==> config.mk <==
export PLATFORM = sky130hd
export DESIGN_NAME = ltw_sequencer
export DESIGN_NICKNAME = d
export VERILOG_FILES = /design/src/rtl/ltw_pkg.sv /design/src/rtl/ltw_sequencer.sv
export SDC_FILE = /design/constraint.sdc
export NUM_CORES = 1
export LEC_CHECK = 0
export ABC_CLOCK_PERIOD_IN_PS = 11200
export BUFFER_PORTS_ARGS = -buffer_cell sky130_fd_sc_hd__buf_2
export CAP_MARGIN = 0
export CORE_ASPECT_RATIO = 1.4
export CORE_MARGIN = 3
export CORE_UTILIZATION = 46
export DETAILED_ROUTE_END_ITERATION = 10
export PLACE_DENSITY = 0.59
export SLEW_MARGIN = 20
export SYNTH_ARGS = -nofsm -noshare
export SYNTH_HDL_FRONTEND = slang
export SYNTH_SLANG_ARGS = --single-unit
==> constraint.sdc <==
create_clock -name aclk -period 11.2 [get_ports aclk]
set_input_delay 1.68 -clock aclk [delete_from_list [all_inputs] [get_ports aclk]]
set_output_delay 1.68 -clock aclk [all_outputs]
set_load 0.05 [all_outputs]
==> src/rtl/ltw_pkg.sv <==
// Constants, register map and types for the list trigger/wait sequencer.
// Assumes a 50 MHz aclk; all programmed times are held in microseconds.
package ltw_pkg;
    localparam int unsigned CLK_HZ = 50_000_000;
    localparam int unsigned US_PER_S = 1_000_000;
    localparam int unsigned CYC_PER_US = CLK_HZ / US_PER_S;
    // Legal time window 0.00025 s to 0.034 s, held in microseconds.
    localparam logic [15:0] T_MIN_US = 16'h00fa;
    localparam logic [15:0] T_MAX_US = 16'h84d0;
    // Register byte offsets.
    localparam logic [7:0] OFS_CTRL = 8'h00;
    localparam logic [7:0] OFS_WAIT = 8'h04;
    localparam logic [7:0] OFS_TRIG = 8'h08;
    localparam logic [7:0] OFS_SAMP = 8'h0c;
    localparam logic [7:0] OFS_STAT = 8'h10;
    localparam logic [7:0] OFS_POINT = 8'h14;
    localparam logic [7:0] OFS_DWELL = 8'h18;
    localparam logic [7:0] OFS_LOOP = 8'h1c;
    localparam logic [7:0] OFS_SPT = 8'h20;
    localparam logic [7:0] OFS_SAVE = 8'h24;
    localparam logic [7:0] OFS_NAME = 8'h28;
    // Field positions.
    localparam int unsigned CTRL_RUN = 0;
    localparam int unsigned CTRL_CLR = 1;
    localparam int unsigned CTRL_TYPE_LO = 2;
    localparam int unsigned TRIG_POL = 16;
    localparam int unsigned PT_KIND_LO = 16;
    localparam int unsigned PT_INIT = 18;
    localparam int unsigned NAME_QUOTE = 8;
    localparam int unsigned SPT_CURR = 16;
    // Error magnitudes (reported as negative numbers by software).
    localparam logic [7:0] ERR_NONE = 8'h00;
    localparam logic [7:0] ERR_CMD = 8'h64;
    localparam logic [7:0] ERR_CONFLICT = 8'hdd;
    localparam logic [7:0] ERR_RANGE = 8'hde;
    localparam logic [7:0] ERR_LEN = 8'he2;
    // Waveform save limits and name characters.
    localparam logic [4:0] SAVE_SLOTS = 5'h10;
    localparam int unsigned SAVE_SEGS = 10;
    localparam int unsigned NAME_MAX = 10;
    localparam logic [7:0] CH_LO_A = 8'h61;
    localparam logic [7:0] CH_LO_Z = 8'h7a;
    localparam logic [7:0] CH_CASE = 8'h20;
    localparam logic [1:0] RESP_OKAY = 2'b00;
    localparam logic [1:0] RESP_SLVERR = 2'b10;
    typedef enum logic [1:0] {
        LTW_TY_NONE, LTW_TY_VOLT, LTW_TY_CURR, LTW_TY_RSVD
    } ltw_type_e;
    typedef enum logic [1:0] {
        LTW_PK_LEVEL, LTW_PK_PULSE, LTW_PK_WAITHI, LTW_PK_WAITLO
    } ltw_kind_e;
    typedef enum logic [2:0] {
        LTW_IDLE, LTW_LOAD, LTW_LEVEL, LTW_PULSE, LTW_WAITHI, LTW_WAITLO
    } ltw_state_e;
endpackage : ltw_pkg

==> src/rtl/ltw_sequencer.sv <==
// List sequencer with output trigger pulses and trigger-input waits.
// Assumes an AXI4-Lite master on aclk; trig_in is an asynchronous pin.
//
// What this block does
// - Wait-high point holds level, advances on trigger high or time-out.
// - Wait time-out accepts 0.00025 to 0.034 s and reads back stored.
// - Unprogrammed time-out stays zero, meaning wait forever for trigger.
// - Pulse width accepts 0.00025 to 0.034 s; early read is error.
// - Polarity picks switch conducting or open during an active pulse.
// - Pulse configuration makes switch an output trigger until list clear.
// - Pulse point drives level and holds switch state for pulse width.
// - Pulse point without configured width is a settings conflict.
// - Pulse point before list type is set is a settings conflict.
// - Dwell and level lists of unequal length raise length mismatch.
// - First-pass segments run once; last point always repeats.
// - Sample width accepts 0.00025 to 0.034 s, settable once until list clear.
// - Sample report gives point index and voltage or current mark.
// - Sample width read before setting is a command error.
// - Save stores up to ten segments in slot 1..16 with loop count.
// - Unquoted lower-case name letters become upper case.
// - Wait-low point holds level until trigger input is low.
//
// Implementation choices: the AXI4-Lite slave port and the address map.
`timescale 1ns/10ps
module ltw_sequencer #(
    parameter int unsigned DEPTH = 16,
    parameter int unsigned AW = 4
) (
    input wire logic aclk, // System clock.
    input wire logic aresetn, // Synchronous reset, active low.
    input wire logic awvalid, // Write address valid.
    output logic awready, // Write address ready.
    input wire logic [7:0] awaddr, // Write byte address.
    input wire logic wvalid, // Write data valid.
    output logic wready, // Write data ready.
    input wire logic [31:0] wdata, // Write data.
    input wire logic [3:0] wstrb, // Byte strobes, full words assumed.
    output logic bvalid, // Write response valid.
    input wire logic bready, // Write response ready.
    output logic [1:0] bresp, // Write response code.
    input wire logic arvalid, // Read address valid.
    output logic arready, // Read address ready.
    input wire logic [7:0] araddr, // Read byte address.
    output logic rvalid, // Read data valid.
    input wire logic rready, // Read data ready.
    output logic [31:0] rdata, // Read data.
    output logic [1:0] rresp, // Read response code.
    input wire logic trig_in, // Trigger input pin from the instrument.
    input wire logic out_off_flag, // Output-off indication, normal role.
    output logic iso_switch_conduct, // High: isolated switch conducts.
    output logic [15:0] level_out, // Programmed level of current point.
    output logic list_running // High while the list executes.
);
    import ltw_pkg::*;

    ////////////////////////////////////////////////////////////////////////
    logic aw_ok_r, w_ok_r, bvalid_r, rvalid_r, wr_go;
    logic [7:0] aw_addr_r;
    logic [31:0] w_data_r, rdata_r, rd_val;
    logic [1:0] bresp_r, rresp_r;
    logic [7:0] wr_err, rd_err, err_code_r;
    logic [15:0] wait_to_r, trig_w_r, samp_w_r, elapsed_r, loop_r, pass_r;
    logic trig_set_r, samp_set_r, pol_r, trig_role_r, rd_bad;
    logic [1:0] type_r;
    logic [AW:0] n_lvl_r, n_dw_r, samp_pt_r;
    logic [AW-1:0] idx_r;
    logic [18:0] pt_mem [DEPTH];
    logic [15:0] dw_mem [DEPTH];
    logic [7:0] name_mem [NAME_MAX];
    logic [3:0] name_len_r, save_segs_r;
    logic [4:0] save_slot_r;
    logic [15:0] save_loop_r;
    logic s1_r, s2_r, s3_r, trig_lvl_r;
    logic [5:0] pre_r;
    logic tick;
    ltw_state_e st_r;
    logic [15:0] wv;
    logic [18:0] cur_pt;
    logic last_pt;

    assign wv = w_data_r[15:0];
    assign awready = !aw_ok_r && !bvalid_r;
    assign wready = !w_ok_r && !bvalid_r;
    assign wr_go = aw_ok_r && w_ok_r && !bvalid_r;
    assign bvalid = bvalid_r;
    assign bresp = bresp_r;
    assign arready = !rvalid_r;
    assign rvalid = rvalid_r;
    assign rdata = rdata_r;
    assign rresp = rresp_r;
    assign list_running = (st_r != LTW_IDLE);
    assign cur_pt = pt_mem[idx_r];
    assign last_pt = ({1'b0, idx_r} == n_lvl_r - 1'b1);

    function automatic logic in_win(input logic [15:0] v);
        return (v >= T_MIN_US) && (v <= T_MAX_US);
    endfunction : in_win

    ////////////////////////////////////////////////////////////////////////
    // Bus write channels are taken in either order.
    always_ff @(posedge aclk) begin
        if (!aresetn) begin
            aw_ok_r <= 1'b0;
            w_ok_r <= 1'b0;
            aw_addr_r <= 8'h00;
            w_data_r <= 32'h0000_0000;
            bvalid_r <= 1'b0;
            bresp_r <= RESP_OKAY;
        end else begin
            if (awvalid && awready) begin
                aw_ok_r <= 1'b1;
                aw_addr_r <= awaddr;
            end
            if (wvalid && wready) begin
                w_ok_r <= 1'b1;
                w_data_r <= wdata;
            end
            if (wr_go) begin
                aw_ok_r <= 1'b0;
                w_ok_r <= 1'b0;
                bvalid_r <= 1'b1;
                bresp_r <= (wr_err == ERR_NONE) ? RESP_OKAY : RESP_SLVERR;
            end else if (bvalid_r && bready) begin
                bvalid_r <= 1'b0;
            end
        end
    end

    // Write checks; a nonzero code rejects the write.
    always_comb begin
        wr_err = ERR_NONE;
        unique case (aw_addr_r)
            OFS_CTRL: begin
                if (w_data_r[CTRL_RUN] && st_r == LTW_IDLE &&
                    n_lvl_r != n_dw_r) begin
                    wr_err = ERR_LEN;
                end
            end
            OFS_WAIT: wr_err = in_win(wv) ? ERR_NONE : ERR_RANGE;
            OFS_TRIG: wr_err = in_win(wv) ? ERR_NONE : ERR_RANGE;
            OFS_SAMP: begin
                if (samp_set_r) wr_err = ERR_CMD;
                else if (!in_win(wv)) wr_err = ERR_RANGE;
            end
            OFS_POINT: begin
                if (w_data_r[PT_KIND_LO +: 2] == LTW_PK_PULSE &&
                    (!trig_set_r || type_r == LTW_TY_NONE))
                    wr_err = ERR_CONFLICT;
                else if (n_lvl_r == DEPTH[AW:0]) wr_err = ERR_RANGE;
            end
            OFS_DWELL: begin
                if (n_dw_r == DEPTH[AW:0]) wr_err = ERR_RANGE;
            end
            OFS_SAVE: begin
                if (w_data_r[4:0] == 5'h00 || w_data_r[4:0] > SAVE_SLOTS ||
                    name_len_r == 4'h0)
                    wr_err = ERR_CMD;
            end
            OFS_NAME: begin
                if (name_len_r == NAME_MAX[3:0]) wr_err = ERR_CMD;
            end
            OFS_LOOP, OFS_STAT, OFS_SPT: wr_err = ERR_NONE;
            default: wr_err = ERR_CMD;
        endcase
    end

    ////////////////////////////////////////////////////////////////////////
    // Configuration registers and list clear.
    always_ff @(posedge aclk) begin
        if (!aresetn) begin
            wait_to_r <= 16'h0000;
            trig_w_r <= 16'h0000;
            samp_w_r <= 16'h0000;
            trig_set_r <= 1'b0;
            samp_set_r <= 1'b0;
            pol_r <= 1'b0;
            trig_role_r <= 1'b0;
            type_r <= LTW_TY_NONE;
            loop_r <= 16'h0001;
            samp_pt_r <= '0;
            n_lvl_r <= '0;
            n_dw_r <= '0;
            name_len_r <= 4'h0;
            save_slot_r <= 5'h00;
            save_segs_r <= 4'h0;
            save_loop_r <= 16'h0000;
        end else if (wr_go && wr_err == ERR_NONE) begin
            unique case (aw_addr_r)
                OFS_CTRL: begin
                    if (w_data_r[CTRL_CLR]) begin
                        trig_role_r <= 1'b0;
                        trig_set_r <= 1'b0;
                        samp_set_r <= 1'b0;
                        type_r <= LTW_TY_NONE;
                        n_lvl_r <= '0;
                        n_dw_r <= '0;
                        name_len_r <= 4'h0;
                    end else if (w_data_r[CTRL_TYPE_LO +: 2] != LTW_TY_NONE)
                        type_r <= w_data_r[CTRL_TYPE_LO +: 2];
                end
                OFS_WAIT: wait_to_r <= wv;
                OFS_TRIG: begin
                    trig_w_r <= wv;
                    pol_r <= w_data_r[TRIG_POL];
                    trig_set_r <= 1'b1;
                    trig_role_r <= 1'b1;
                end
                OFS_SAMP: begin
                    samp_w_r <= wv;
                    samp_set_r <= 1'b1;
                end
                OFS_POINT: n_lvl_r <= n_lvl_r + 1'b1;
                OFS_DWELL: n_dw_r <= n_dw_r + 1'b1;
                OFS_LOOP: loop_r <= wv;
                OFS_SPT: samp_pt_r <= w_data_r[AW:0];
                OFS_SAVE: begin
                    // keeps segments, slot and loop count
                    save_slot_r <= w_data_r[4:0];
                    save_loop_r <= loop_r;
                    save_segs_r <= (n_lvl_r > SAVE_SEGS[AW:0]) ?
                        SAVE_SEGS[3:0] : 4'(n_lvl_r);
                end
                OFS_NAME: name_len_r <= name_len_r + 1'b1;
                default: ;
            endcase
        end
    end

    // List and name memories.
    always_ff @(posedge aclk) begin
        if (wr_go && wr_err == ERR_NONE) begin
            if (aw_addr_r == OFS_POINT)
                pt_mem[n_lvl_r[AW-1:0]] <= w_data_r[18:0];
            if (aw_addr_r == OFS_DWELL)
                dw_mem[n_dw_r[AW-1:0]] <= wv;
            if (aw_addr_r == OFS_NAME)
                name_mem[name_len_r] <= (!w_data_r[NAME_QUOTE] &&
                    w_data_r[7:0] >= CH_LO_A && w_data_r[7:0] <= CH_LO_Z) ?
                    w_data_r[7:0] - CH_CASE : w_data_r[7:0];
        end
    end

    ////////////////////////////////////////////////////////////////////////
    // Read side; early reads of unset widths are command errors.
    always_comb begin
        rd_val = 32'h0000_0000;
        rd_bad = 1'b0;
        unique case (araddr)
            OFS_CTRL: rd_val = {28'h0000000, type_r, 2'b00};
            OFS_WAIT: rd_val = {16'h0000, wait_to_r};
            OFS_TRIG: begin
                rd_bad = !trig_set_r;
                rd_val = {15'h0000, pol_r, trig_w_r};
            end
            OFS_SAMP: begin
                rd_bad = !samp_set_r;
                rd_val = {16'h0000, samp_w_r};
            end
            OFS_STAT: rd_val = {err_code_r, 4'h0, idx_r, 1'b0, st_r,
                                trig_lvl_r, trig_role_r, 10'h000};
            OFS_LOOP: rd_val = {pass_r, loop_r};
            OFS_POINT: rd_val = {27'h0000000, n_lvl_r};
            OFS_DWELL: rd_val = {27'h0000000, n_dw_r};
            OFS_SPT: rd_val = {15'h0000, type_r == LTW_TY_CURR,
                               11'h000, samp_pt_r};
            OFS_SAVE: rd_val = {save_loop_r, 7'h00, save_segs_r,
                                save_slot_r};
            OFS_NAME: rd_val = {20'h00000, name_len_r,
                                ((name_len_r == 4'h0) ? 8'h00 :
                                 name_mem[name_len_r - 4'h1])};
            default: rd_bad = 1'b1;
        endcase
    end

    always_ff @(posedge aclk) begin
        if (!aresetn) begin
            rvalid_r <= 1'b0;
            rdata_r <= 32'h0000_0000;
            rresp_r <= RESP_OKAY;
        end else if (arvalid && arready) begin
            rvalid_r <= 1'b1;
            rdata_r <= rd_bad ? 32'h0000_0000 : rd_val;
            rresp_r <= rd_bad ? RESP_SLVERR : RESP_OKAY;
        end else if (rvalid_r && rready) begin
            rvalid_r <= 1'b0;
        end
    end

    // Last error; a new error wins over a status clear.
    assign rd_err = (arvalid && arready && rd_bad) ? ERR_CMD : ERR_NONE;
    always_ff @(posedge aclk) begin
        if (!aresetn) err_code_r <= ERR_NONE;
        else if (wr_go && wr_err != ERR_NONE) err_code_r <= wr_err;
        else if (rd_err != ERR_NONE) err_code_r <= rd_err;
        else if (wr_go && aw_addr_r == OFS_STAT) err_code_r <= ERR_NONE;
    end

    ////////////////////////////////////////////////////////////////////////
    // three-stage trigger synchroniser
    always_ff @(posedge aclk) begin
        if (!aresetn) begin
            s1_r <= 1'b0;
            s2_r <= 1'b0;
            s3_r <= 1'b0;
            trig_lvl_r <= 1'b0;
        end else begin
            s1_r <= trig_in;
            s2_r <= s1_r;
            s3_r <= s2_r;
            if (s2_r == s3_r) trig_lvl_r <= s3_r;
        end
    end

    // Microsecond tick.
    assign tick = (pre_r == 6'(CYC_PER_US - 1));
    always_ff @(posedge aclk) begin
        if (!aresetn || tick) pre_r <= 6'h00;
        else pre_r <= pre_r + 1'b1;
    end

    always_ff @(posedge aclk) begin
        if (!aresetn || st_r == LTW_LOAD) elapsed_r <= 16'h0000;
        else if (tick && elapsed_r != 16'hffff) elapsed_r <= elapsed_r + 1'b1;
    end

    ////////////////////////////////////////////////////////////////////////
    // Point sequencer.
    always_ff @(posedge aclk) begin
        if (!aresetn) begin
            st_r <= LTW_IDLE;
            idx_r <= '0;
            pass_r <= 16'h0000;
            level_out <= 16'h0000;
        end else begin
            unique case (st_r)
                LTW_IDLE: begin
                    if (wr_go && wr_err == ERR_NONE && aw_addr_r == OFS_CTRL
                        && w_data_r[CTRL_RUN] && !w_data_r[CTRL_CLR]
                        && n_lvl_r != '0) begin
                        idx_r <= '0;
                        pass_r <= 16'h0000;
                        st_r <= LTW_LOAD;
                    end
                end
                LTW_LOAD: begin
                    // skip first-pass points after pass one
                    if (pass_r != 16'h0000 && cur_pt[PT_INIT] && !last_pt)
                        idx_r <= idx_r + 1'b1;
                    else begin
                        level_out <= cur_pt[15:0];
                        unique case (ltw_kind_e'(cur_pt[PT_KIND_LO +: 2]))
                            LTW_PK_LEVEL: st_r <= LTW_LEVEL;
                            LTW_PK_PULSE: st_r <= LTW_PULSE;
                            LTW_PK_WAITHI: st_r <= LTW_WAITHI;
                            LTW_PK_WAITLO: st_r <= LTW_WAITLO;
                        endcase
                    end
                end
                default: begin
                    if ((st_r == LTW_LEVEL && elapsed_r >= dw_mem[idx_r]) ||
                        (st_r == LTW_PULSE && elapsed_r >= trig_w_r) ||
                        (st_r == LTW_WAITHI && (trig_lvl_r ||
                         (wait_to_r != 16'h0000 && elapsed_r >= wait_to_r)))
                        || (st_r == LTW_WAITLO && !trig_lvl_r)) begin
                        st_r <= LTW_LOAD;
                        if (!last_pt) idx_r <= idx_r + 1'b1;
                        else if (pass_r + 1'b1 < loop_r) begin
                            idx_r <= '0;
                            pass_r <= pass_r + 1'b1;
                        end else st_r <= LTW_IDLE;
                    end
                end
            endcase
        end
    end

    // switch state during and outside a pulse
    always_ff @(posedge aclk) begin
        if (!aresetn) iso_switch_conduct <= 1'b0;
        else if (!trig_role_r) iso_switch_conduct <= out_off_flag;
        else iso_switch_conduct <= (st_r == LTW_PULSE) ? pol_r : !pol_r;
    end
endmodule : ltw_sequencer

==> results of run 1 <==
==> final cells by class <==
class	count	area [µm²]	area share [%]
Sequential cell	895	24350	57.39
Multi-Input combinational cell	1456	12630	29.78
Clock buffer	121	2415	5.692
Tap cell	1062	1329	3.132
Timing Repair Buffer	162	992.2	2.339
Clock inverter	33	374.1	0.8819
Inverter	87	331.6	0.7816
==> registers in the layout, summed over array words and instances, names as in the netlist, 4 cells and up, named ones only <==
name,count
aw_addr_r,8
dw_mem,256
elapsed_r,16
err_code_r,7
idx_r,4
level_out,16
loop_r,16
n_dw_r,5
n_lvl_r,5
name_len_r,4
name_mem,80
pass_r,16
pre_r,6
pt_mem,304
rdata,32
samp_pt_r,5
samp_w_r,16
save_loop_r,16
save_segs_r,4
save_slot_r,5
trig_w_r,16
w_data_r,19
wait_to_r,16
==> worst paths after layout <==
path	cells past startpoint	from	endpoint
worst max-delay path	14	flop	pass_r[2]
worst min-delay path	2	rdata[4]	rdata[4]
worst max register to register	14	flop	pass_r[2]
worst min register to register	2	rdata[4]	rdata[4]
==> cell usage after synthesis, types with 10 or more instances <==
cell type | n | area [µm²]
sky130_fd_sc_hd__a21oi_1 | 77 | 385.4
sky130_fd_sc_hd__o211ai_1 | 11 | 82.58
sky130_fd_sc_hd__xor2_1 | 24 | 210.2
sky130_fd_sc_hd__o21ai_0 | 75 | 375.4
sky130_fd_sc_hd__nand3_1 | 81 | 405.4
sky130_fd_sc_hd__o21ai_1 | 14 | 70.07
sky130_fd_sc_hd__or4_1 | 10 | 75.07
sky130_fd_sc_hd__a211oi_1 | 31 | 232.7
sky130_fd_sc_hd__nor4_1 | 12 | 75.07
sky130_fd_sc_hd__xnor2_1 | 20 | 175.2
sky130_fd_sc_hd__nand2_1 | 204 | 765.7
sky130_fd_sc_hd__nand2b_1 | 11 | 68.82
sky130_fd_sc_hd__inv_1 | 85 | 319.1
sky130_fd_sc_hd__buf_2 | 23 | 115.1
sky130_fd_sc_hd__ha_1 | 85 | 1064
sky130_fd_sc_hd__a222oi_1 | 20 | 200.2
sky130_fd_sc_hd__and2_1 | 19 | 118.9
sky130_fd_sc_hd__dfxtp_1 | 255 | 5105
sky130_fd_sc_hd__clkbuf_1 | 106 | 397.9
sky130_fd_sc_hd__mux4_2 | 190 | 4279
sky130_fd_sc_hd__nor2_1 | 212 | 795.8
sky130_fd_sc_hd__and3_1 | 10 | 62.56
sky130_fd_sc_hd__edfxtp_1 | 640 | 19220
sky130_fd_sc_hd__nor3_1 | 29 | 145.1
sky130_fd_sc_hd__a22oi_1 | 35 | 262.8
sky130_fd_sc_hd__mux2i_1 | 93 | 930.9
sky130_fd_sc_hd__nand4_1 | 19 | 118.9
==> cells by family (layout without fill, tap and decap cells) <==
kind of cell / after synthesis / count (layout) / synth area share (%)
buffers and inverters: 235 / 403 / 2.607
flip-flops: 895 / 895 / 64.32
XOR/XNOR: 44 / 44 / 1.019
other: 1 / 2 / 0.009917
adder cells (fa/ha/maj): 85 / 85 / 2.813
AO/OA/AOI/OAI: 356 / 356 / 6.499
AND/OR/NAND/NOR: 677 / 677 / 8.682
multiplexers: 292 / 292 / 14.05
==> worst max-delay path, delay by kind of cell (launching register included) <==
family / cells / cell delay (ns)
buffers and inverters: 3 / 1.43
DFF: 1 / 0.71
AOI/OAI and AO/OA: 5 / 0.97
muxes: 2 / 1.08
and+or+nand+nor: 3 / 0.99
adders and majority gates: 1 / 0.12
==> per-stage QoR <==
step / std cells / setup WS (ns) / utilization (%) / hold slack [ns]
detailed placement: 3662 / 5.603 / 48.95 / 0.4474
global placement: 3661 / 5.599 / 48.92 / 0.4398
global route: 3816 / 5.223 / 52.41 / 0.4846
floorplan: 2586 / 6.668 / - / 0.4119
CTS: 3816 / 5.586 / 52.40 / 0.4554
finish: 3816 / 5.744 / 52.41 / 0.4559
==> routing by layer <==
| layer | vias up | routed length (µm) | track usage, % |
|---|---|---|---|
| li1 | 10160 | - | - |
| met1 | 11542 | 38810 | 29.32 |
| met2 | 734 | 47720 | 37.82 |
| met3 | 194 | 5246 | 2.879 |
| met4 | 0 | 5690 | 12.04 |
| met5 | - | 0 | 0 |
==> power by group through the flow <==
| stage | Sequential (µW) | Combinational [µW] | Clock, µW |
|---|---|---|---|
| 4_1_cts | 3620 | 354 | 2940 |
| 6_report | 3610 | 350 | 2870 |
| 3_3_place_gp | 3680 | 342 | 0 |
| 5_1_grt | 3620 | 379 | 3060 |
| 2_1_floorplan | 3720 | 196 | 0 |
| 3_5_place_dp | 3690 | 353 | 0 |
==> Flow_metrics.wiki, run 1 <==
{| class="wikitable"
! Metric !! Value
|-
| FF-to-FF setup slack || 5.74 ns
|-
| Sequential power share || 52.9%
|-
| RSZ-0062 raised after global routing || no
|-
| Clock tree skew after final layout || 0.02851 ns
|-
| Data arrival, critical path || ~6.0 ns
|-
| Cell type of the slowest stage on the worst timing path || sky130_fd_sc_hd__dfxtp_4
|-
| Number of top-level pins || 120
|-
| Number of input and output port buffers inserted || 100
|-
| Number of synthesized register bits || 895
|-
| Iteration count of the initial detailed-routing pass || 6
|-
| Ratio of cells with drive above 1 in the final layout || 20.55%
|-
| Number of DRC violations after detailed-routing iteration 0 || 2104
|-
| Delay contributed by the slowest stage of the critical path || between 0.7 and 0.8 ns
|-
| Type of the worst setup path || flop to flop
|-
| Total design power || 6839 µW
|-
| Critical Path, Cell by Cell || buf_4 -> buf_4 -> mux4_2 -> mux4_2 -> inv_1 -> ha_1 -> o21ai_0 -> o21ai_0 -> a211oi_1 -> o22ai_1 -> nor3_2 -> nor4_4 -> nor2_4 -> o311a_1
|-
| Insertion delay to the later sink of the worst-skew pair || 0.65 ns
|-
| Standard-cell rows || approximately 120
|-
| Fraction of the yosys area taken by sequential cells || 64.32%
|-
| Crit path time final || roughly 5.5 ns
|-
| Proportion of register bits with asynchronous set or reset after synthesis || 0%
|-
| Hold bufs inserted after CTS || 0
|-
| Pin count of the biggest net entering global routing || 88
|-
| Synth-to-layout area growth || 12.19%
|-
| Post_cts resized || 0
|-
| Power density relative to cell area || about 160 nW/µm²
|-
| Detailed placement HPWL || 60.85 mm
|-
| Number of warnings issued by yosys || 0
|-
| Comb power frac || around 5.1%
|-
| Critical Path Source Type || flop
|-
| Placeable core region || 80950 µm²
|-
| Die span in y || 345.2 µm
|-
| Clock power share || 42.0%
|-
| Mean Syn Cell Area || 14.63 µm²
|-
| Routed wire length per instance || between 20 and 30 µm
|-
| Total of max-cap violations || 0
|-
| Sum of negative setup slack || 0 ns
|-
| Vias in the first global route || 23092
|-
| Maximum buffer depth of the clock tree || 3
|-
| Die Span X || 248.3 µm
|-
| Total Nets Final || 2832
|-
| Post-synthesis cell type count || 95
|-
| Most common cell after layout, fill and taps aside || sky130_fd_sc_hd__edfxtp_1
|-
| Total count of hold-check failures in the final report || 0
|-
| First-pass GRT wire length || 145.3 mm
|-
| Headroom to the max-slew limit || 23.08%
|-
| Gate Count Post-Synth || around 2600
|-
| Switching Power || 1528 µW
|-
| Worst EP required || 11.73 ns
|-
| Commonest register cell after synthesis || sky130_fd_sc_hd__edfxtp_1
|-
| Number of enable flip-flop cells after synthesis || 640
|-
| Count of H-tree levels built during CTS || 3
|-
| Number of DRC violations after detailed routing || 0
|-
| Total clock buffers created by CTS || 84
|-
| Clk slew on worst S/H paths || 0.07 ns
|-
| Count of antenna-violating nets left after detailed routing || 0
|-
| Placed standard-cell area || roughly 40000 µm²
|-
| Via count || 22630
|-
| Starting density of the core || 46.71%
|-
| Net switching share of the total power || 22.34%
|-
| Critical path capture point type || flop
|-
| Leading cell types in the layout, fill and taps excluded || sky130_fd_sc_hd__edfxtp_1, sky130_fd_sc_hd__dfxtp_1, sky130_fd_sc_hd__nand2_1
|-
| Setup Buffers After CTS || 0
|-
| Initial antenna violation count || 3
|-
| Count of filler cells inserted in the layout || 6653
|-
| Final-report max-slew violation count || 0
|-
| TritonCTS clock tree || done
|-
| Leakage power || 0.01443 µW
|-
| Final Cycle Share || 48.71%
|-
| Status || complete, no violations
|-
| GRT Total Usage || 22.84%
|-
| Root buffer cell || sky130_fd_sc_hd__clkbuf_16
|-
| Routed vias/inst || between 5 and 6
|-
| Design internal power || 5311 µW
|-
| Number of sinks handled by clock tree synthesis || 895
|-
| Slew at the pin closest to its max-slew limit || 1.145 ns
|-
| Antenna fix cells || 0
|-
| Total standard cell area after synthesis || 37810 µm²
|-
| Last weighted congestion value of the routability-driven placer || 0.8922
|-
| Post-route cell area || between 40000 and 50000 µm²
|-
| Worst min path class || flop to flop
|-
| Worst ir drop on vdd || 0.1202 mV
|-
| Global route total overflow || 0
|-
| Die area || 85730 µm²
|-
| Largest fanout on the critical path || 35
|-
| Routed wire length || 97.47 mm
|-
| Number of failing setup endpoints in the final timing report || 0
|-
| Highest attainable clock frequency || 0.1833 GHz
|}
(Power assumes the default switching activity.)
==> inputs of run 2 (changes only) <==
--- a/config.mk
+++ b/config.mk
@@ -5,7 +5,7 @@
 export SDC_FILE = /design/constraint.sdc
 export NUM_CORES = 1
 export LEC_CHECK = 0
-export ABC_CLOCK_PERIOD_IN_PS = 11200
+export ABC_CLOCK_PERIOD_IN_PS = 5350
 export BUFFER_PORTS_ARGS = -buffer_cell sky130_fd_sc_hd__buf_2
 export CAP_MARGIN = 0
 export CORE_ASPECT_RATIO = 1.4
==> constraint.sdc (replaced) <==
create_clock -name aclk -period 5.35 [get_ports aclk]
set_input_delay 0.8025 -clock aclk [delete_from_list [all_inputs] [get_ports aclk]]
set_output_delay 0.8025 -clock aclk [all_outputs]
set_load 0.05 [all_outputs]
==> run 2 against run 1 <==
  * Critical path depth decreased by 1
  * Sequential share of layout area decreased by 0.086 points
  * Sequential power increased by 110%
  * Core utilization increased by 0.068 points
  * Combinational power increased by 110%
  * Wire length increased by 3.5%
  * Power increased by 110%
  * First-iteration DRC count decreased by 4.1%
  * Critical path type unchanged
  * Largest power group unchanged
==> Flow_metrics.wiki, run 2 (synthesis gave the netlist of run 1 again) <==
{| class="wikitable"
! Metric !! Value
|-
| Largest fanout on the critical path || 35 (unchanged)
|-
| Synth-to-layout area growth || 12.34%
|-
| Routed vias/inst || 6.025 (+1.6%)
|-
| Die area || 85730 µm² (unchanged)
|-
| Critical Path, Cell by Cell || buf_12 -> mux4_2 -> mux4_2 -> inv_1 -> ha_1 -> nand2_1 -> nor4_1 -> o21ai_0 -> o22ai_1 -> nor3_2 -> nor4_4 -> nor2_4 -> o311a_1
|-
| Number of input and output port buffers inserted || 100 (unchanged)
|-
| Delay contributed by the slowest stage of the critical path || 0.62 ns (-0.09 ns)
|-
| Global route total overflow || 0 (unchanged)
|-
| Root buffer cell || sky130_fd_sc_hd__clkbuf_16
|-
| Via count || 23131 (+2.2%)
|-
| Combined area of the multi-input logic cells || 12610 µm² (-0.19%)
|-
| Total Nets Final || 2855 (+0.81%)
|-
| Worst EP required || 5.89 ns (-5.84 ns)
|-
| First-pass GRT wire length || 150.0 mm (+3.2%)
|-
| Final core utilization || 52.47% (+0.068 points)
|-
| Status || complete, no violations
|-
| Highest attainable clock frequency || 0.2133 GHz (+16%)
|-
| Placed standard-cell area || 39770 µm² (+0.37%)
|-
| Count of filler cells inserted in the layout || 6718 (+0.98%)
|-
| Max FFs per register || 304 (unchanged)
|-
| Worst ir drop on vdd || 0.2349 mV (+95%)
|-
| Slew at the pin closest to its max-slew limit || 1.127 ns (-0.01773 ns)
|-
| Initial antenna violation count || 3 (unchanged)
|-
| TritonCTS clock tree || done
|-
| Post-route cell area || 42480 µm² (+0.13%)
|-
| Sequential cell area || 24340 µm² (about the same)
|-
| Total clock buffers created by CTS || 85 (+1.2%)
|-
| Standard-cell rows || 123 (unchanged)
|-
| Placeable core region || 80950 µm² (unchanged)
|-
| Comb power frac || 5.2% (about the same)
|-
| Ratio of cells with drive above 1 in the final layout || 20.89% (+0.33 points)
|-
| Antenna fix cells || 0 (unchanged)
|-
| Leading cell types in the layout, fill and taps excluded || sky130_fd_sc_hd__edfxtp_1, sky130_fd_sc_hd__dfxtp_1, sky130_fd_sc_hd__nand2_1
|-
| CP most frequent cell || sky130_fd_sc_hd__mux4_2
|-
| FF-to-FF setup slack || 0.66 ns (-5.08 ns)
|-
| Die span in y || 345.2 µm (unchanged)
|-
| Number of failing setup endpoints in the final timing report || 0 (unchanged)
|-
| Final-report max-slew violation count || 0 (unchanged)
|-
| Critical path capture point type || flop
|-
| Number of DRC violations after detailed routing || 0 (unchanged)
|-
| Design internal power || 11000 µW (+110%)
|-
| Switching Power || 3227 µW (+110%)
|-
| Detailed placement HPWL || 63.63 mm (+4.6%)
|-
| Sequential power share || 53.2% (+0.3 points)
|-
| Maximum buffer depth of the clock tree || 3 (unchanged)
|-
| Starting density of the core || 46.71% (unchanged)
|-
| Count of antenna-violating nets left after detailed routing || 0 (unchanged)
|-
| Hold bufs inserted after CTS || 0 (unchanged)
|-
| Clock tree skew after final layout || 0.02817 ns (-0.0003361 ns)
|-
| Count of H-tree levels built during CTS || 3 (unchanged)
|-
| Crit path time final || 4.689 ns (-0.7674 ns)
|-
| GRT Total Usage || 23.60% (+0.76 points)
|-
| Insertion delay to the later sink of the worst-skew pair || 0.66 ns (about the same)
|-
| Total count of hold-check failures in the final report || 0 (unchanged)
|-
| Worst min path class || primary input to flop
|-
| Clk slew on worst S/H paths || 0.06 ns (about the same)
|-
| Headroom to the max-slew limit || 24.57% (+1.5 points)
|-
| RSZ-0062 raised after global routing || no
|-
| Number of DRC violations after detailed-routing iteration 0 || 2018 (-4.1%)
|-
| Post_cts resized || 0 (unchanged)
|-
| Most common cell after layout, fill and taps aside || sky130_fd_sc_hd__edfxtp_1
|-
| Cell type of the slowest stage on the worst timing path || sky130_fd_sc_hd__nor4_4
|-
| Die Span X || 248.3 µm (unchanged)
|-
| Setup Buffers After CTS || 0 (unchanged)
|-
| Last weighted congestion value of the routability-driven placer || 0.9098 (+2.0%)
|-
| Routed wire length || 100.8 mm (+3.5%)
|-
| Vias in the first global route || 23526 (+1.9%)
|-
| Power density relative to cell area || 334.8 nW/µm² (+110%)
|-
| Sum of negative setup slack || 0 ns (unchanged)
|-
| Net switching share of the total power || 22.68% (+0.34 points)
|-
| Critical Path Source Type || flop
|-
| Iteration count of the initial detailed-routing pass || 6 (unchanged)
|-
| Clock power share || 41.6% (-0.4 points)
|-
| Number of top-level pins || 120 (unchanged)
|-
| Final Cycle Share || 87.64% (+39 points)
|-
| Type of the worst setup path || flop to flop
|-
| Leakage power || 0.01448 µW (+0.39%)
|-
| Number of sinks handled by clock tree synthesis || 895 (unchanged)
|-
| Routed wire length per instance || 26.27 µm (+2.8%)
|-
| Pin count of the biggest net entering global routing || 81 (-8.0%)
|-
| Data arrival, critical path || 5.22 ns (-0.77 ns)
|-
| Total of max-cap violations || 0 (unchanged)
|}
-- run 2: cell type report --
type,count,share of cell area (%)
Tap cell,1062,3.128
Clock inverter,36,0.8277
Multi-Input combinational cell,1456,29.68
Clock buffer,119,5.543
Sequential cell,895,57.31
Timing Repair Buffer,184,2.728
Inverter,87,0.7806
-- run 2: critical path, delay by kind of cell (launching register included) --
kind,cells,cell delay (ns)
buffers and inverters,2,0.39
multiplexers,2,1.03
adder cells (fa/ha/maj),1,0.14
AO/OA/AOI/OAI,3,0.90
flip-flops,1,0.58
AND/OR/NAND/NOR,5,1.47
-- run 2: layer usage --
layer / track usage (%) / vias to the layer above / wire (µm)
met5: 0 / - / 0
met4: 11.30 / 0 / 4924
met3: 2.910 / 202 / 5769
met2: 39.77 / 823 / 50290
met1: 30.21 / 11896 / 39870
li1: - / 10210 / -
-- run 2: path summary, 6_finish.rpt --
path / startpoint / to / cells past startpoint
min reg2reg: s1_r / s2_r / 1
max: flop / pass_r[2] / 13
min: rready / rvalid / 2
max reg2reg: flop / pass_r[2] / 13
-- run 2: power groups by stage --
stage | clock network, µW | logic, µW | registers [µW]
final | 5920 | 744 | 7560
after global routing | 6300 | 799 | 7560
after CTS | 6030 | 748 | 7560
after detailed placement | 0 | 746 | 7710
after global placement | 0 | 728 | 7710
after floorplan | 0 | 411 | 7790
-- run 2: stage by stage --
step | hold slack, ns | instances | power, µW | setup WS (ns)
floorplan | 0.4119 | 2586 | 8200 | 0.8182
global placement | 0.4266 | 3684 | 8433 | 0.6882
detailed placement | 0.4248 | 3684 | 8457 | 0.6619
CTS | 0.3058 | 3839 | 14340 | 0.6384
global route | 0.3304 | 3839 | 14660 | 0.4061
finish | 0.3332 | 3839 | 14220 | 0.6613
==> inputs of run 3 (changes only) <==
--- a/config.mk
+++ b/config.mk
@@ -5,6 +5,7 @@
 export SDC_FILE = /design/constraint.sdc
 export NUM_CORES = 1
 export LEC_CHECK = 0
+export ABC_AREA = 1
 export ABC_CLOCK_PERIOD_IN_PS = 5350
 export BUFFER_PORTS_ARGS = -buffer_cell sky130_fd_sc_hd__buf_2
 export CAP_MARGIN = 0
==> run 3 against run 2 <==
  * Synthesized cell count increased by 43%
  * Clock skew grew 0.0087 ns
  * Combinational power rose to 4.2 times the previous value
  * Hold slack improved by 0.0048 ns
  * Wire length up 7.5%
  * Clock-buffer cell count decreased by 7
  * Worst setup slack better by 0.44 ns
  * Final area rose by 1.7%
  * First-iteration DRC count increased by 2.9%
  * Core utilization is 0.080 points higher
  * Critical path type unchanged
  * Largest cell class unchanged
==> Flow_metrics.wiki, run 3 <==
{| class="wikitable"
! Metric !! Value
|-
| FF-to-FF setup slack || 1.10 ns (+0.44 ns)
|-
| Number of synthesized register bits || 895 (unchanged)
|-
| Post-synthesis cell type count || 55 (-42%)
|-
| Insertion delay to the later sink of the worst-skew pair || 0.67 ns (about the same)
|-
| Initial antenna violation count || 1 (-2)
|-
| Source of the worst hold timing path || trig_in
|-
| Total Nets Final || 3909 (+37%)
|-
| Min setup slack post-route || 1.105 ns (+0.4432 ns)
|-
| Leakage power || 0.01545 µW (+6.7%)
|-
| Sequential cell area || 24340 µm² (about the same)
|-
| Via count || 27936 (+21%)
|-
| Routed wire length per instance || 22.10 µm (-16%)
|-
| Final-report max-slew violation count || 0 (unchanged)
|-
| Number of enable flip-flop cells after synthesis || 640 (unchanged)
|-
| Number of sinks handled by clock tree synthesis || 895 (unchanged)
|-
| Number of input and output port buffers inserted || 100 (unchanged)
|-
| Total clock buffers created by CTS || 87 (+2.4%)
|-
| Leading cell types in the layout, fill and taps excluded || sky130_fd_sc_hd__edfxtp_1, sky130_fd_sc_hd__nor2_1, sky130_fd_sc_hd__nand2_1
|-
| RSZ-0062 raised after global routing || no
|-
| Setup Buffers After CTS || 0 (unchanged)
|-
| Standard-cell rows || 124 (+0.81%)
|-
| Routed wire length || 108.4 mm (+7.5%)
|-
| Vias in the first global route || 26596 (+13%)
|-
| Count of antenna-violating nets left after detailed routing || 0 (unchanged)
|-
| Worst Hold Depth || 3 (+1)
|-
| Endpoint of the worst-slack reg-to-reg timing path || pass_r[0]
|-
| Total standard cell area after synthesis || 38380 µm² (+1.5%)
|-
| Count of filler cells inserted in the layout || 7358 (+9.5%)
|-
| Ratio of cells with drive above 1 in the final layout || 11.50% (-9.4 points)
|-
| Post_cts resized || 0 (unchanged)
|-
| Largest fanout on the critical path || 16 (-54%)
|-
| Most used standard cells in the synthesized netlist || sky130_fd_sc_hd__edfxtp_1, sky130_fd_sc_hd__nor2_1, sky130_fd_sc_hd__nand2_1, sky130_fd_sc_hd__o21ai_0, sky130_fd_sc_hd__dfxtp_1
|-
| Max FFs per register || 304 (unchanged)
|-
| First-pass GRT wire length || 163.0 mm (+8.6%)
|-
| Antenna fix cells || 0 (unchanged)
|-
| GRT Total Usage || 24.39% (+0.80 points)
|-
| Commonest register cell after synthesis || sky130_fd_sc_hd__edfxtp_1
|-
| Pin count of the biggest net entering global routing || 149 (+84%)
|-
| Clk slew on worst S/H paths || 0.06 ns (about the same)
|-
| Iteration count of the initial detailed-routing pass || 5 (-1)
|-
| Total design power || 17330 µW (+22%)
|-
| Highest attainable clock frequency || 0.2355 GHz (+10%)
|-
| Die area || 86990 µm² (+1.5%)
|-
| Most frequent cell after synthesis || sky130_fd_sc_hd__edfxtp_1
|-
| Headroom to the max-slew limit || 33.31% (+8.7 points)
|-
| Most common cell after layout, fill and taps aside || sky130_fd_sc_hd__edfxtp_1
|-
| Root buffer cell || sky130_fd_sc_hd__clkbuf_16
|-
| Worst ir drop on vdd || 0.2803 mV (+19%)
|-
| Leading area contributor after synthesis || sky130_fd_sc_hd__edfxtp_1
|-
| Power density relative to cell area || 401.0 nW/µm² (+20%)
|-
| Synth-to-layout area growth || 12.59%
|-
| Global route total overflow || 0 (unchanged)
|-
| Hold bufs inserted after CTS || 0 (unchanged)
|-
| Maximum buffer depth of the clock tree || 3 (unchanged)
|-
| Type of the worst setup path || flop to flop
|-
| Worst EP required || 5.94 ns (+0.05 ns)
|-
| Clock tree skew after final layout || 0.03685 ns (+0.008679 ns)
|-
| Slew at the pin closest to its max-slew limit || 1.000 ns (-0.1269 ns)
|-
| Dominant cells by area after synthesis || sky130_fd_sc_hd__edfxtp_1, sky130_fd_sc_hd__dfxtp_1, sky130_fd_sc_hd__o21ai_0
|-
| Number of DRC violations after detailed routing || 0 (unchanged)
|-
| Share of the synthesized area in the top cell type || 50.07% (-0.75 points)
|-
| Placeable core region || 82230 µm² (+1.6%)
|-
| Fraction of the yosys area taken by sequential cells || 63.37% (-0.95 points)
|-
| Count of H-tree levels built during CTS || 3 (unchanged)
|-
| Last weighted congestion value of the routability-driven placer || 0.8901 (-2.2%)
|-
| Crit path time final || 4.245 ns (-0.4432 ns)
|-
| Mean Syn Cell Area || 10.41 µm² (-29%)
|-
| Number of failing setup endpoints in the final timing report || 0 (unchanged)
|-
| Number of top-level pins || 120 (unchanged)
|-
| Logic depth of the worst register-to-register path || 22 (+9)
|-
| Final hold slack || 0.3380 ns (+0.004781 ns)
|-
| Data arrival, critical path || 4.84 ns (-0.38 ns)
|-
| Number of warnings issued by yosys || 0 (unchanged)
|-
| Worst min path class || primary input to flop
|-
| Critical Path Source Type || flop
|-
| Die Span X || 250.1 µm (+0.73%)
|-
| Status || complete, no violations
|-
| Die span in y || 347.8 µm (+0.74%)
|-
| Routed vias/inst || 5.694 (-5.5%)
|-
| TritonCTS clock tree || done
|-
| Proportion of register bits with asynchronous set or reset after synthesis || 0% (unchanged)
|-
| Sum of negative setup slack || 0 ns (unchanged)
|-
| Number of DRC violations after detailed-routing iteration 0 || 2077 (+2.9%)
|-
| Total count of hold-check failures in the final report || 0 (unchanged)
|-
| Final Cycle Share || 79.35% (-8.3 points)
|-
| Worst Hold Path EP || s1_r
|-
| Post-placement setup slack || 1.180 ns (+0.5177 ns)
|-
| Worst flop-to-flop path startpoint || pass_r[0]
|-
| Combined area of the multi-input logic cells || 12280 µm² (-2.6%)
|-
| Gate Count Post-Synth || 3687 (+43%)
|-
| Total of max-cap violations || 0 (unchanged)
|-
| Critical path capture point type || flop
|-
| Detailed placement HPWL || 68.67 mm (+7.9%)
|-
| Starting density of the core || 46.68% (about the same)
|}
==> run 3: per-stage QoR <==
| stage | instance area [µm²] | instances | util (%) |
|---|---|---|---|
| 4_1_cts | 43220 | 4906 | 52.55 |
| 5_1_grt | 43220 | 4906 | 52.55 |
| 3_3_place_gp | 40210 | 4745 | 48.90 |
| 3_5_place_dp | 40210 | 4745 | 48.90 |
| 6_report | 43220 | 4906 | 52.55 |
| 2_1_floorplan | 38390 | 3688 | - |
==> run 3: layout make-up <==
cell class              instances  area share, %
clock inverters                49          1.396
flip-flops and latches        895          56.33
clock buffers                 112          5.550
multi-input cells            2329          28.42
inverters                     254          2.232
repair buffers                196          2.976
well taps                    1071          3.101
==> run 3: worst max-delay path by stage <==
stage	startpoint	to	slack, ns	depth (start not counted)
after floorplan	name_len_r[0]	pt_mem[0][0]	1.13	14
after global placement	pass_r[0]	pass_r[13]	1.23	22
after detailed placement	pass_r[0]	pass_r[9]	1.18	22
after CTS	pass_r[0]	pass_r[3]	1.15	22
after global routing	pass_r[0]	pass_r[12]	0.85	22
final	pass_r[0]	pass_r[0]	1.10	22
==> run 3: cells by family (layout without fill, tap and decap cells) <==
group                      after synthesis  in the layout  synth area share [%]
buffers and inverters                  464            611                 4.766
adders and majority gates               85             85                 2.771
other                                    1              2              0.009770
DFF                                    895            895                 63.37
AOI/OAI and AO/OA                     1014           1014                 15.54
and+or+nand+nor                       1202           1202                 12.95
muxes                                    1              1               0.02608
xor gates and xnor gates                25             25                0.5705
==> run 3: critical path, stage by stage, from the launching register on <==
cell and delay, ns:
sky130_fd_sc_hd__dfxtp_1 0.39, sky130_fd_sc_hd__ha_1 0.19, sky130_fd_sc_hd__nand2_1 0.07, sky130_fd_sc_hd__inv_1 0.09, sky130_fd_sc_hd__nand3_1 0.11, sky130_fd_sc_hd__nor2_1 0.11
sky130_fd_sc_hd__nand2_1 0.09, sky130_fd_sc_hd__nor2_1 0.21, sky130_fd_sc_hd__nand3_1 0.17, sky130_fd_sc_hd__nor2_1 0.19, sky130_fd_sc_hd__nand3_1 0.11, sky130_fd_sc_hd__xor2_1 0.20
sky130_fd_sc_hd__ha_1 0.28, sky130_fd_sc_hd__nand4_1 0.13, sky130_fd_sc_hd__inv_1 0.05, sky130_fd_sc_hd__a21oi_1 0.14, sky130_fd_sc_hd__a21boi_0 0.66, sky130_fd_sc_hd__nand2_1 0.20
sky130_fd_sc_hd__nand2_1 0.14, sky130_fd_sc_hd__nand3_2 0.35, sky130_fd_sc_hd__nand2_1 0.17, sky130_fd_sc_hd__inv_1 0.05, sky130_fd_sc_hd__nor2_1 0.09
==> run 3: layer usage <==
metal,share of wire (%),global-route usage (%),up-vias
li1,-,-,13291
met1,41,30.40,13630
met2,50,42.53,799
met3,4.6,2.847,216
met4,4.7,11.23,0
met5,0,0,-
==> run 3: power by group <==
part / internal (µW) / switching [µW] / leakage [µW]
clock: 3660 / 2740 / 0.00146
combinational: 817 / 2340 / 0.00606
sequential: 7620 / 158 / 0.00793
